<file path="src/rtl/tlic_pkg.sv">
// package for the two-level request controller
package tlic_pkg;

	// register byte offsets
	localparam logic [4:0] OFF_MASK1 = 5'h00;
	localparam logic [4:0] OFF_STAT1 = 5'h04;
	localparam logic [4:0] OFF_MASK2 = 5'h08;
	localparam logic [4:0] OFF_STAT2 = 5'h0C;
	localparam logic [4:0] OFF_MASK3 = 5'h10;
	localparam logic [4:0] OFF_STAT3 = 5'h14;
	localparam logic [4:0] OFF_EOI   = 5'h18;

	// reset values
	localparam logic [15:0] MASK1_RST = 16'h0000;
	localparam logic [15:0] MASK2_RST = 16'h0000;
	localparam logic [7:0]  MASK3_RST = 8'h00;

	// group membership per pair, 1 = member of the named group (FAST or NORM)
	localparam logic [15:0] FAST1 = 16'h000F;
	localparam logic [15:0] NORM1 = 16'hFFF0;
	localparam logic [15:0] NORM2 = 16'h3007;
	localparam logic [7:0]  FAST3 = 8'h01;

	// latched end-of-interrupt kind sources (second pair, sync two blocks)
	localparam logic [15:0] EOI2 = 16'h0006;

	// deglitch timing: 16.384 kHz filter tick from 200 MHz
	localparam int CLK_HZ       = 200000000;
	localparam int FILT_HZ      = 16384;
	localparam int FILT_CYC     = CLK_HZ / FILT_HZ;
	localparam logic [13:0] FILT_LAST = 14'(FILT_CYC - 1);

	// bus response codes
	localparam logic [1:0] RESP_OKAY   = 2'h0;
	localparam logic [1:0] RESP_SLVERR = 2'h2;

	typedef struct packed {
		logic        fast_request_n;
		logic        normal_request_n;
	} tlic_core_type;

	typedef struct packed {
		logic        external_fast_pin_n;
		logic        battery_low_request;
		logic        watchdog_expired_request;
		logic        media_changed_request;
		logic        codec_sound_request;
		logic        external_pin_one_n;
		logic        external_pin_two_n;
		logic        external_request_three;
		logic        timer_one_underflow;
		logic        timer_two_underflow;
		logic        clock_compare_match;
		logic        tick_request;
		logic        serial_one_tx_empty;
		logic        serial_one_rx_full;
		logic        serial_one_modem_change;
		logic        sync_one_end_transfer;
		logic        key_press_request;
		logic        sync_two_rx_block;
		logic        sync_two_tx_block;
		logic        serial_two_tx_empty;
		logic        serial_two_rx_full;
		logic        codec_port_request;
	} tlic_src_type;

endpackage

</file>
<file path="src/rtl/tlic_top.sv">
// two-level request controller with axi4-lite registers
// Behaviour
// - 22 sources: seventeen normal, five fast
// - fast output takes precedence over normal
// - no priority within group, all visible
// - requests are levels except latched kind
// - active and mask set asserts group output
// - status bits match mask bit positions
// - no generic clear for level sources
// - end-of-interrupt sources latch until cleared
// - first pair bits 0-3 are fast
// - first pair bits 4-11 normal sources
// - first pair bits 12-15 serial sources
// - second pair bits 0,1,2,12,13 normal
// - third pair bit 0 fast codec port
// - outputs are active-low levels
// - deglitch on 16.384 kHz derived clock
//
// Implementation choices: the register offsets and the AXI4-Lite register port.
`timescale 1ns/100ps
module tlic_top
	import tlic_pkg::*;
(
	// clock and reset
	input  wire logic        aclk,
	input  wire logic        aresetn,
	// request sources
	input  wire tlic_src_type src,
	// core requests
	output tlic_core_type    core,
	// axi4-lite write address
	input  wire logic        awvalid,
	output logic             awready,
	input  wire logic [4:0]  awaddr,
	// axi4-lite write data
	input  wire logic        wvalid,
	output logic             wready,
	input  wire logic [31:0] wdata,
	input  wire logic [3:0]  wstrb,
	// axi4-lite write response
	output logic             bvalid,
	input  wire logic        bready,
	output logic [1:0]       bresp,
	// axi4-lite read address
	input  wire logic        arvalid,
	output logic             arready,
	input  wire logic [4:0]  araddr,
	// axi4-lite read data
	output logic             rvalid,
	input  wire logic        rready,
	output logic [31:0]      rdata,
	output logic [1:0]       rresp
);

	// raw source vectors in register positions
	logic [15:0] raw1;
	logic [15:0] raw2;
	logic [7:0]  raw3;
	logic        pin_fast;
	logic        pin_one;
	logic        pin_two;
	logic        pin_three;
	logic        media_glitchy;

	// pin synchronisers, three stages each
	logic [2:0]  sy_fast_r, sy_one_r, sy_two_r, sy_three_r, sy_media_r;
	logic [2:0]  sy_fast_nxt, sy_one_nxt, sy_two_nxt, sy_three_nxt, sy_media_nxt;
	logic        pin_fast_r, pin_one_r, pin_two_r, pin_three_r;
	logic        pin_fast_nxt, pin_one_nxt, pin_two_nxt, pin_three_nxt;

	// deglitch filter
	logic [13:0] filt_cnt_r, filt_cnt_nxt;
	logic        filt_tick;
	logic        media_s1_r, media_s1_nxt;
	logic        media_hold_r, media_hold_nxt;
	logic        media_r, media_nxt;

	// registers
	logic [15:0] mask1_r, mask1_nxt;
	logic [15:0] mask2_r, mask2_nxt;
	logic [7:0]  mask3_r, mask3_nxt;
	logic [15:0] eoi2_r, eoi2_nxt;
	logic [15:0] stat1, stat2;
	logic [7:0]  stat3;
	logic        fast_any, norm_any;

	// bus state
	logic        aw_held_r, aw_held_nxt;
	logic        w_held_r, w_held_nxt;
	logic [4:0]  aw_addr_r, aw_addr_nxt;
	logic [31:0] w_data_r, w_data_nxt;
	logic [3:0]  w_strb_r, w_strb_nxt;
	logic        bvalid_r, bvalid_nxt;
	logic [1:0]  bresp_r, bresp_nxt;
	logic        rvalid_r, rvalid_nxt;
	logic [31:0] rdata_r, rdata_nxt;
	logic [1:0]  rresp_r, rresp_nxt;
	logic        wr_go;
	logic        wr_hit;

	// pin changes count once stages two and three agree
	always_comb begin
		sy_fast_nxt  = {sy_fast_r[1:0], ~src.external_fast_pin_n};
		sy_one_nxt   = {sy_one_r[1:0], ~src.external_pin_one_n};
		sy_two_nxt   = {sy_two_r[1:0], ~src.external_pin_two_n};
		sy_three_nxt = {sy_three_r[1:0], src.external_request_three};
		sy_media_nxt = {sy_media_r[1:0], src.media_changed_request};
		pin_fast_nxt  = (sy_fast_r[1] == sy_fast_r[2]) ? sy_fast_r[2] : pin_fast_r;
		pin_one_nxt   = (sy_one_r[1] == sy_one_r[2]) ? sy_one_r[2] : pin_one_r;
		pin_two_nxt   = (sy_two_r[1] == sy_two_r[2]) ? sy_two_r[2] : pin_two_r;
		pin_three_nxt = (sy_three_r[1] == sy_three_r[2]) ? sy_three_r[2] : pin_three_r;
		media_glitchy = (sy_media_r[1] == sy_media_r[2]) ? sy_media_r[2] : media_hold_r;
		media_hold_nxt = media_glitchy;
	end

	always_ff @(posedge aclk) begin
		if (!aresetn) begin
			sy_fast_r   <= 3'h0;
			sy_one_r    <= 3'h0;
			sy_two_r    <= 3'h0;
			sy_three_r  <= 3'h0;
			sy_media_r  <= 3'h0;
			pin_fast_r  <= 1'b0;
			pin_one_r   <= 1'b0;
			pin_two_r   <= 1'b0;
			pin_three_r <= 1'b0;
			media_hold_r <= 1'b0;
		end else begin
			sy_fast_r   <= sy_fast_nxt;
			sy_one_r    <= sy_one_nxt;
			sy_two_r    <= sy_two_nxt;
			sy_three_r  <= sy_three_nxt;
			sy_media_r  <= sy_media_nxt;
			pin_fast_r  <= pin_fast_nxt;
			pin_one_r   <= pin_one_nxt;
			pin_two_r   <= pin_two_nxt;
			pin_three_r <= pin_three_nxt;
			media_hold_r <= media_hold_nxt;
		end
	end

	// media input sampled on the derived 16.384 kHz tick, held two ticks
	always_comb begin
		filt_tick    = (filt_cnt_r == FILT_LAST);
		filt_cnt_nxt = filt_tick ? 14'h0000 : filt_cnt_r + 14'h0001;
		media_s1_nxt = media_s1_r;
		media_nxt    = media_r;
		if (filt_tick) begin
			media_s1_nxt = media_glitchy;
			media_nxt    = media_glitchy & media_s1_r;
		end
	end

	always_ff @(posedge aclk) begin
		if (!aresetn) begin
			filt_cnt_r <= 14'h0000;
			media_s1_r <= 1'b0;
			media_r    <= 1'b0;
		end else begin
			filt_cnt_r <= filt_cnt_nxt;
			media_s1_r <= media_s1_nxt;
			media_r    <= media_nxt;
		end
	end

	// source placement into status positions
	always_comb begin
		raw1 = {src.sync_one_end_transfer, src.serial_one_modem_change, src.serial_one_rx_full,
			src.serial_one_tx_empty,
			src.tick_request, src.clock_compare_match, src.timer_two_underflow, src.timer_one_underflow,
			pin_three_r, pin_two_r, pin_one_r, src.codec_sound_request,
			media_r, src.watchdog_expired_request, src.battery_low_request, pin_fast_r};
		raw2 = {2'h0, src.serial_two_rx_full, src.serial_two_tx_empty, 9'h000,
			src.sync_two_tx_block, src.sync_two_rx_block, src.key_press_request};
		raw3 = {7'h00, src.codec_port_request};
	end

	// level sources pass straight; latched kind holds until written clear
	always_comb begin
		stat1 = raw1 & (FAST1 | NORM1);
		stat2 = (raw2 & NORM2 & ~EOI2) | eoi2_r;
		stat3 = raw3 & FAST3;
		fast_any = |(stat1 & mask1_r & FAST1) | |(stat3 & mask3_r & FAST3);
		norm_any = |(stat1 & mask1_r & NORM1) | |(stat2 & mask2_r & NORM2);
		core.fast_request_n   = ~fast_any;
		core.normal_request_n = ~(norm_any & ~fast_any);
	end

	// write channel accepts address and data in either order
	always_comb begin
		aw_held_nxt = aw_held_r;
		w_held_nxt  = w_held_r;
		aw_addr_nxt = aw_addr_r;
		w_data_nxt  = w_data_r;
		w_strb_nxt  = w_strb_r;
		bvalid_nxt  = bvalid_r;
		bresp_nxt   = bresp_r;
		awready     = ~aw_held_r & ~bvalid_r;
		wready      = ~w_held_r & ~bvalid_r;
		if (awvalid && awready) begin
			aw_held_nxt = 1'b1;
			aw_addr_nxt = awaddr;
		end
		if (wvalid && wready) begin
			w_held_nxt = 1'b1;
			w_data_nxt = wdata;
			w_strb_nxt = wstrb;
		end
		wr_go = aw_held_r & w_held_r;
		wr_hit = (aw_addr_r == OFF_MASK1) || (aw_addr_r == OFF_MASK2) || (aw_addr_r == OFF_MASK3)
			|| (aw_addr_r == OFF_EOI);
		if (wr_go) begin
			aw_held_nxt = 1'b0;
			w_held_nxt  = 1'b0;
			bvalid_nxt  = 1'b1;
			bresp_nxt   = wr_hit ? RESP_OKAY : RESP_SLVERR;
		end else if (bvalid_r && bready) begin
			bvalid_nxt = 1'b0;
		end
	end

	// mask writes steer outputs; eoi latch set wins over clear
	always_comb begin
		mask1_nxt = mask1_r;
		mask2_nxt = mask2_r;
		mask3_nxt = mask3_r;
		eoi2_nxt  = eoi2_r;
		if (wr_go) begin
			if (aw_addr_r == OFF_MASK1) begin
				if (w_strb_r[0]) mask1_nxt[7:0]  = w_data_r[7:0];
				if (w_strb_r[1]) mask1_nxt[15:8] = w_data_r[15:8];
			end else if (aw_addr_r == OFF_MASK2) begin
				if (w_strb_r[0]) mask2_nxt[7:0]  = w_data_r[7:0];
				if (w_strb_r[1]) mask2_nxt[15:8] = w_data_r[15:8];
			end else if (aw_addr_r == OFF_MASK3) begin
				if (w_strb_r[0]) mask3_nxt = w_data_r[7:0];
			end else if (aw_addr_r == OFF_EOI) begin
				if (w_strb_r[0]) eoi2_nxt = eoi2_r & ~(w_data_r[15:0] & EOI2);
			end
		end
		eoi2_nxt = eoi2_nxt | (raw2 & EOI2);
	end

	// read channel, status shows all pending sources
	always_comb begin
		rvalid_nxt = rvalid_r;
		rdata_nxt  = rdata_r;
		rresp_nxt  = rresp_r;
		arready    = ~rvalid_r;
		if (arvalid && arready) begin
			rvalid_nxt = 1'b1;
			rresp_nxt  = RESP_OKAY;
			if (araddr == OFF_MASK1) begin
				rdata_nxt = {16'h0000, mask1_r};
			end else if (araddr == OFF_STAT1) begin
				rdata_nxt = {16'h0000, stat1};
			end else if (araddr == OFF_MASK2) begin
				rdata_nxt = {16'h0000, mask2_r};
			end else if (araddr == OFF_STAT2) begin
				rdata_nxt = {16'h0000, stat2};
			end else if (araddr == OFF_MASK3) begin
				rdata_nxt = {24'h000000, mask3_r};
			end else if (araddr == OFF_STAT3) begin
				rdata_nxt = {24'h000000, stat3};
			end else if (araddr == OFF_EOI) begin
				rdata_nxt = {16'h0000, eoi2_r};
			end else begin
				rdata_nxt = 32'h00000000;
				rresp_nxt = RESP_SLVERR;
			end
		end else if (rvalid_r && rready) begin
			rvalid_nxt = 1'b0;
		end
	end

	always_ff @(posedge aclk) begin
		if (!aresetn) begin
			aw_held_r <= 1'b0;
			w_held_r  <= 1'b0;
			aw_addr_r <= 5'h00;
			w_data_r  <= 32'h00000000;
			w_strb_r  <= 4'h0;
			bvalid_r  <= 1'b0;
			bresp_r   <= RESP_OKAY;
			rvalid_r  <= 1'b0;
			rdata_r   <= 32'h00000000;
			rresp_r   <= RESP_OKAY;
			mask1_r   <= MASK1_RST;
			mask2_r   <= MASK2_RST;
			mask3_r   <= MASK3_RST;
			eoi2_r    <= 16'h0000;
		end else begin
			aw_held_r <= aw_held_nxt;
			w_held_r  <= w_held_nxt;
			aw_addr_r <= aw_addr_nxt;
			w_data_r  <= w_data_nxt;
			w_strb_r  <= w_strb_nxt;
			bvalid_r  <= bvalid_nxt;
			bresp_r   <= bresp_nxt;
			rvalid_r  <= rvalid_nxt;
			rdata_r   <= rdata_nxt;
			rresp_r   <= rresp_nxt;
			mask1_r   <= mask1_nxt;
			mask2_r   <= mask2_nxt;
			mask3_r   <= mask3_nxt;
			eoi2_r    <= eoi2_nxt;
		end
	end

	assign bvalid = bvalid_r;
	assign bresp  = bresp_r;
	assign rvalid = rvalid_r;
	assign rdata  = rdata_r;
	assign rresp  = rresp_r;
endmodule

</file>
<file path="config.mk">
export PLATFORM = sky130hd
export DESIGN_NAME = tlic_top
export DESIGN_NICKNAME = d
export VERILOG_FILES = /design/src/rtl/tlic_pkg.sv /design/src/rtl/tlic_top.sv
export SDC_FILE = /design/constraint.sdc
export NUM_CORES = 1
export LEC_CHECK = 0
export BUFFER_PORTS_ARGS = -buffer_cell sky130_fd_sc_hd__buf_2
export CORE_ASPECT_RATIO = 1.5
export CORE_MARGIN = 5
export CORE_UTILIZATION = 38
export DETAILED_ROUTE_END_ITERATION = 12
export HOLD_SLACK_MARGIN = 0.08
export PLACE_DENSITY = 0.66
export RECOVER_POWER = 100
export SLEW_MARGIN = 20
export SYNTH_ARGS = -nofsm -noshare
export SYNTH_HDL_FRONTEND = slang
export SYNTH_SLANG_ARGS = --single-unit
</file>
<file path="constraint.sdc">
create_clock -name aclk -period 1.65 [get_ports aclk]
set_input_delay 0.4125 -clock aclk [delete_from_list [all_inputs] [get_ports aclk]]
set_output_delay 0.4125 -clock aclk [all_outputs]
set_load 0.01 [all_outputs]
</file>
==> impl_metrics.py <==
metrics = {
    "setup_path": {
        "cpPeakStageDelay_ns": 0.42,
        "critPathMaxFanout": 2,
        "arrival_ns": 1.67,
        "cp_cell_sequence": "a222oi_1, and3_2, o21ai_2, buf_2",
        "slowest_stage": "a222oi_1",
        "criticalPathCategory": "reg -> out",
        "crit_path_end_kind": "primary output",
        "cp.required_ns": 1.24,
        "start_kind": "register",
        "r2r_slack_ns": -0.02,
    },
    "clocking": {
        "clock_path_buffers": 2,
        "numCtsBuffers": 17,
        "clkTransAtPathRegs_ns": 0.05,
        "cts.sinks": 123,
        "h-tree-depth": 4,
        "cts_tree": "yes",
        "cts_root_buffer": "clkbuf_16",
        "post-cts-setup-buffers": 0,
        "clk_latency_ns": 0.41,
    },
    "timing": {
        "slew_violations": 0,
        "tightest_slew_ns": 0.6649,
        "rsz0062_at_grt": "yes",
        "finalSetupViolations": 5,
        "holdWs_ns": 0.1544,
        "min_period_ns": 2.085,
        "slew_headroom_pct": 55.68,
        "finalClockSkew_ns": 0.007735,
        "max_freq_ghz": 0.4797,
        "hold_viol_final": 0,
        "fin_crit_sh_pct": 126.4,
        "fin_ws_ns": -0.4348,
        "fin_setup_tns_ns": -0.8818,
    },
    "synthesis": {
        "synth_area_leaders": "dfxtp_1, mux2i_1, nand2_1",
        "postSynth.asyncResetShare_pct": 0,
        "ys_types": 52,
        "yosysTopAreaCell": "dfxtp_1",
        "yosysWarningCount": 0,
        "synthFlopType": "dfxtp_1",
        "syn_area_um2": 5323,
        "ys_ff_latch": 123,
        "yosys.area.top_type_share_pct": 46.26,
        "syn_inst": 592,
        "yosysSeqAreaShare_pct": 46.26,
        "syn_area_per_cell_um2": 8.991,
        "synth_edf_count": 0,
    },
    "placement": {
        "dp_slack_ns": -0.2312,
        "dp_hpwl_mm": 10.07,
        "place_area_um2": 6066,
        "port_buffers": 81,
        "place_inst": 845,
        "routabilityCongestion": 0.8320,
    },
    "finish": {
        "syn_to_final_growth_pct": 25.32,
        "mostFrequentLayoutCells": "dfxtp_1, nand2_1, buf_2",
        "drive_gt1_share_pct": 20.22,
        "stdcell_area_um2": 6670,
        "diodes": 0,
        "fin_nets": 776,
        "utilization_pct": 48.13,
        "mostFrequentLayoutCell": "dfxtp_1",
        "finalNonFillerCells": 877,
    },
    "routing": {
        "drt-initial-drc-count": 164,
        "route.detailed.drc": 0,
        "route.vias.total": 4448,
        "avgRoutedWirePerCell_um": 15.45,
        "via_per_inst": 5.072,
        "wl_met1_mm": 5.610,
        "antenna_left": 0,
        "dr_wl_met2_mm": 6.913,
        "wl_met3_um": 726,
        "firstDrtPassIters": 5,
        "routed_wl_mm": 13.55,
        "top_layer_used": "met4",
    },
    "pwr": {
        "pwr-share-seq_pct": 40.0,
        "power_mw": 7.816,
        "p_sw_mw": 1.693,
        "intPower_mw": 6.122,
        "pwr-share-clk_pct": 53.0,
        "power.leakage_nw": 2.552,
        "swShare_pct": 21.66,
        "p_per_area_nw_per_um2": 1172,
        "ir_drop_uv": 583.0,
        "combPwrFrac_pct": 6.9,
    },
    "flow_run": {
        "max_cap_violations": 0,
    },
    "global_routing": {
        "grt_pass1_vias": 4417,
        "grt_usage_pct": 16.85,
        "antenna_found_initial": 0,
        "grt_max_degree": 35,
        "grt_pass1_wl_mm": 22.08,
        "overflow": 0,
    },
    "outcome": {
        "status": "finished, violations left",
        "violations": "negative setup slack",
    },
    "die": {
        "num_rows": 53,
        "core_um2": 13860,
        "die_w_um": 106.6,
        "die-area_um2": 16520,
        "die_h_um": 155.0,
        "ios": 118,
        "initial_core_util_pct": 38.40,
    },
    "min_path": {
        "hold_class": "in -> reg",
    },
}
==> worst max-delay path: cells and delay by family (launching register included) <==
| kind | cells | cell delay [ns] |
|---|---|---|
| flip-flops | 1 | 0.32 |
| AO/OA/AOI/OAI | 2 | 0.49 |
| buffers and inverters | 1 | 0.14 |
| AND/OR/NAND/NOR | 1 | 0.31 |
==> layout make-up <==
type	instances	area [um2]
Fill cell	1304	7189
Multi-Input combinational cell	416	2561
Sequential cell	123	2464
Timing Repair Buffer	123	701.9
Clock buffer	21	480.5
Tap cell	165	206.4
Clock inverter	11	188.9
Inverter	18	67.56
==> per-layer routing <==
| metal | track usage [%] | vias up |
|---|---|---|
| met4 | 7.495 | 0 |
| met5 | 0 | - |
| met2 | 29.10 | 112 |
| met1 | 19.12 | 2078 |
| li1 | - | 2238 |
| met3 | 4.940 | 20 |
==> timing repair <==
action,CTS,global route
pin swaps,2,2
hold buffers,0,0
setup endpoints to repair,2,2
gates resized for setup,3,3
==> synth_stat cells, types with 3 or more instances <==
cell type    n
nand2_1     78
a22oi_1      7
and3_1       3
buf_4       19
mux2_2       6
a31oi_1      4
a221oi_1     7
nor2_1      31
nand3_1     31
a21boi_0    25
o21ai_0     36
nor3_1       5
xor2_1       5
a21oi_1     15
and2_1      18
dfxtp_1    123
nand4_1      7
inv_1       17
xnor2_1      7
a22o_1       3
o22ai_1      3
nor2b_1     32
mux2i_1     31
nand2b_1     5
buf_2       12
a2bb2oi_1    5
clkbuf_1    20
o31ai_1      6
==> kinds of logic after synthesis <==
family                   synth area share [%]
other                                 0.07045
buffers and inverters                   6.558
multiplexers                            7.945
flip-flops                              46.26
AND/OR/NAND/NOR                         20.90
adder cells (fa/ha/maj)                0.8462
AO/OA/AOI/OAI                           15.44
XOR/XNOR                                1.975
==> power by group through the flow <==
| stage | clock [mW] | sequential, mW | combinational (mW) |
|---|---|---|---|
| finish | 4.14 | 3.13 | 0.541 |
| global route | 4.36 | 3.14 | 0.601 |
| CTS | 4.21 | 3.13 | 0.564 |
| detailed placement | 0 | 3.19 | 0.560 |
| global placement | 0 | 3.19 | 0.549 |
| floorplan | 0 | 3.18 | 0.345 |
==> flip-flops by register name, summed over array words and instances, names as in the netlist, 3 cells and up <==
register	count
rdata	16
sy_media_r	3
mask3_r	8
filt_cnt_r	14
sy_two_r	3
aw_addr_r	5
sy_fast_r	3
sy_one_r	3
mask1_r	16
w_data_r	16
mask2_r	16
sy_three_r	3
==> worst paths after layout <==
path	startpoint	endpoint	depth (start not counted)
setup / recovery	mask1_r[3]	core[0]	4
hold / removal	src[15]	sy_two_r[0]	2
setup reg to reg	aw_addr_r[0]	mask2_r[3]	5
hold reg to reg	sy_media_r[0]	sy_media_r[1]	1
Note: power is estimated with default switching activity, not from simulation.
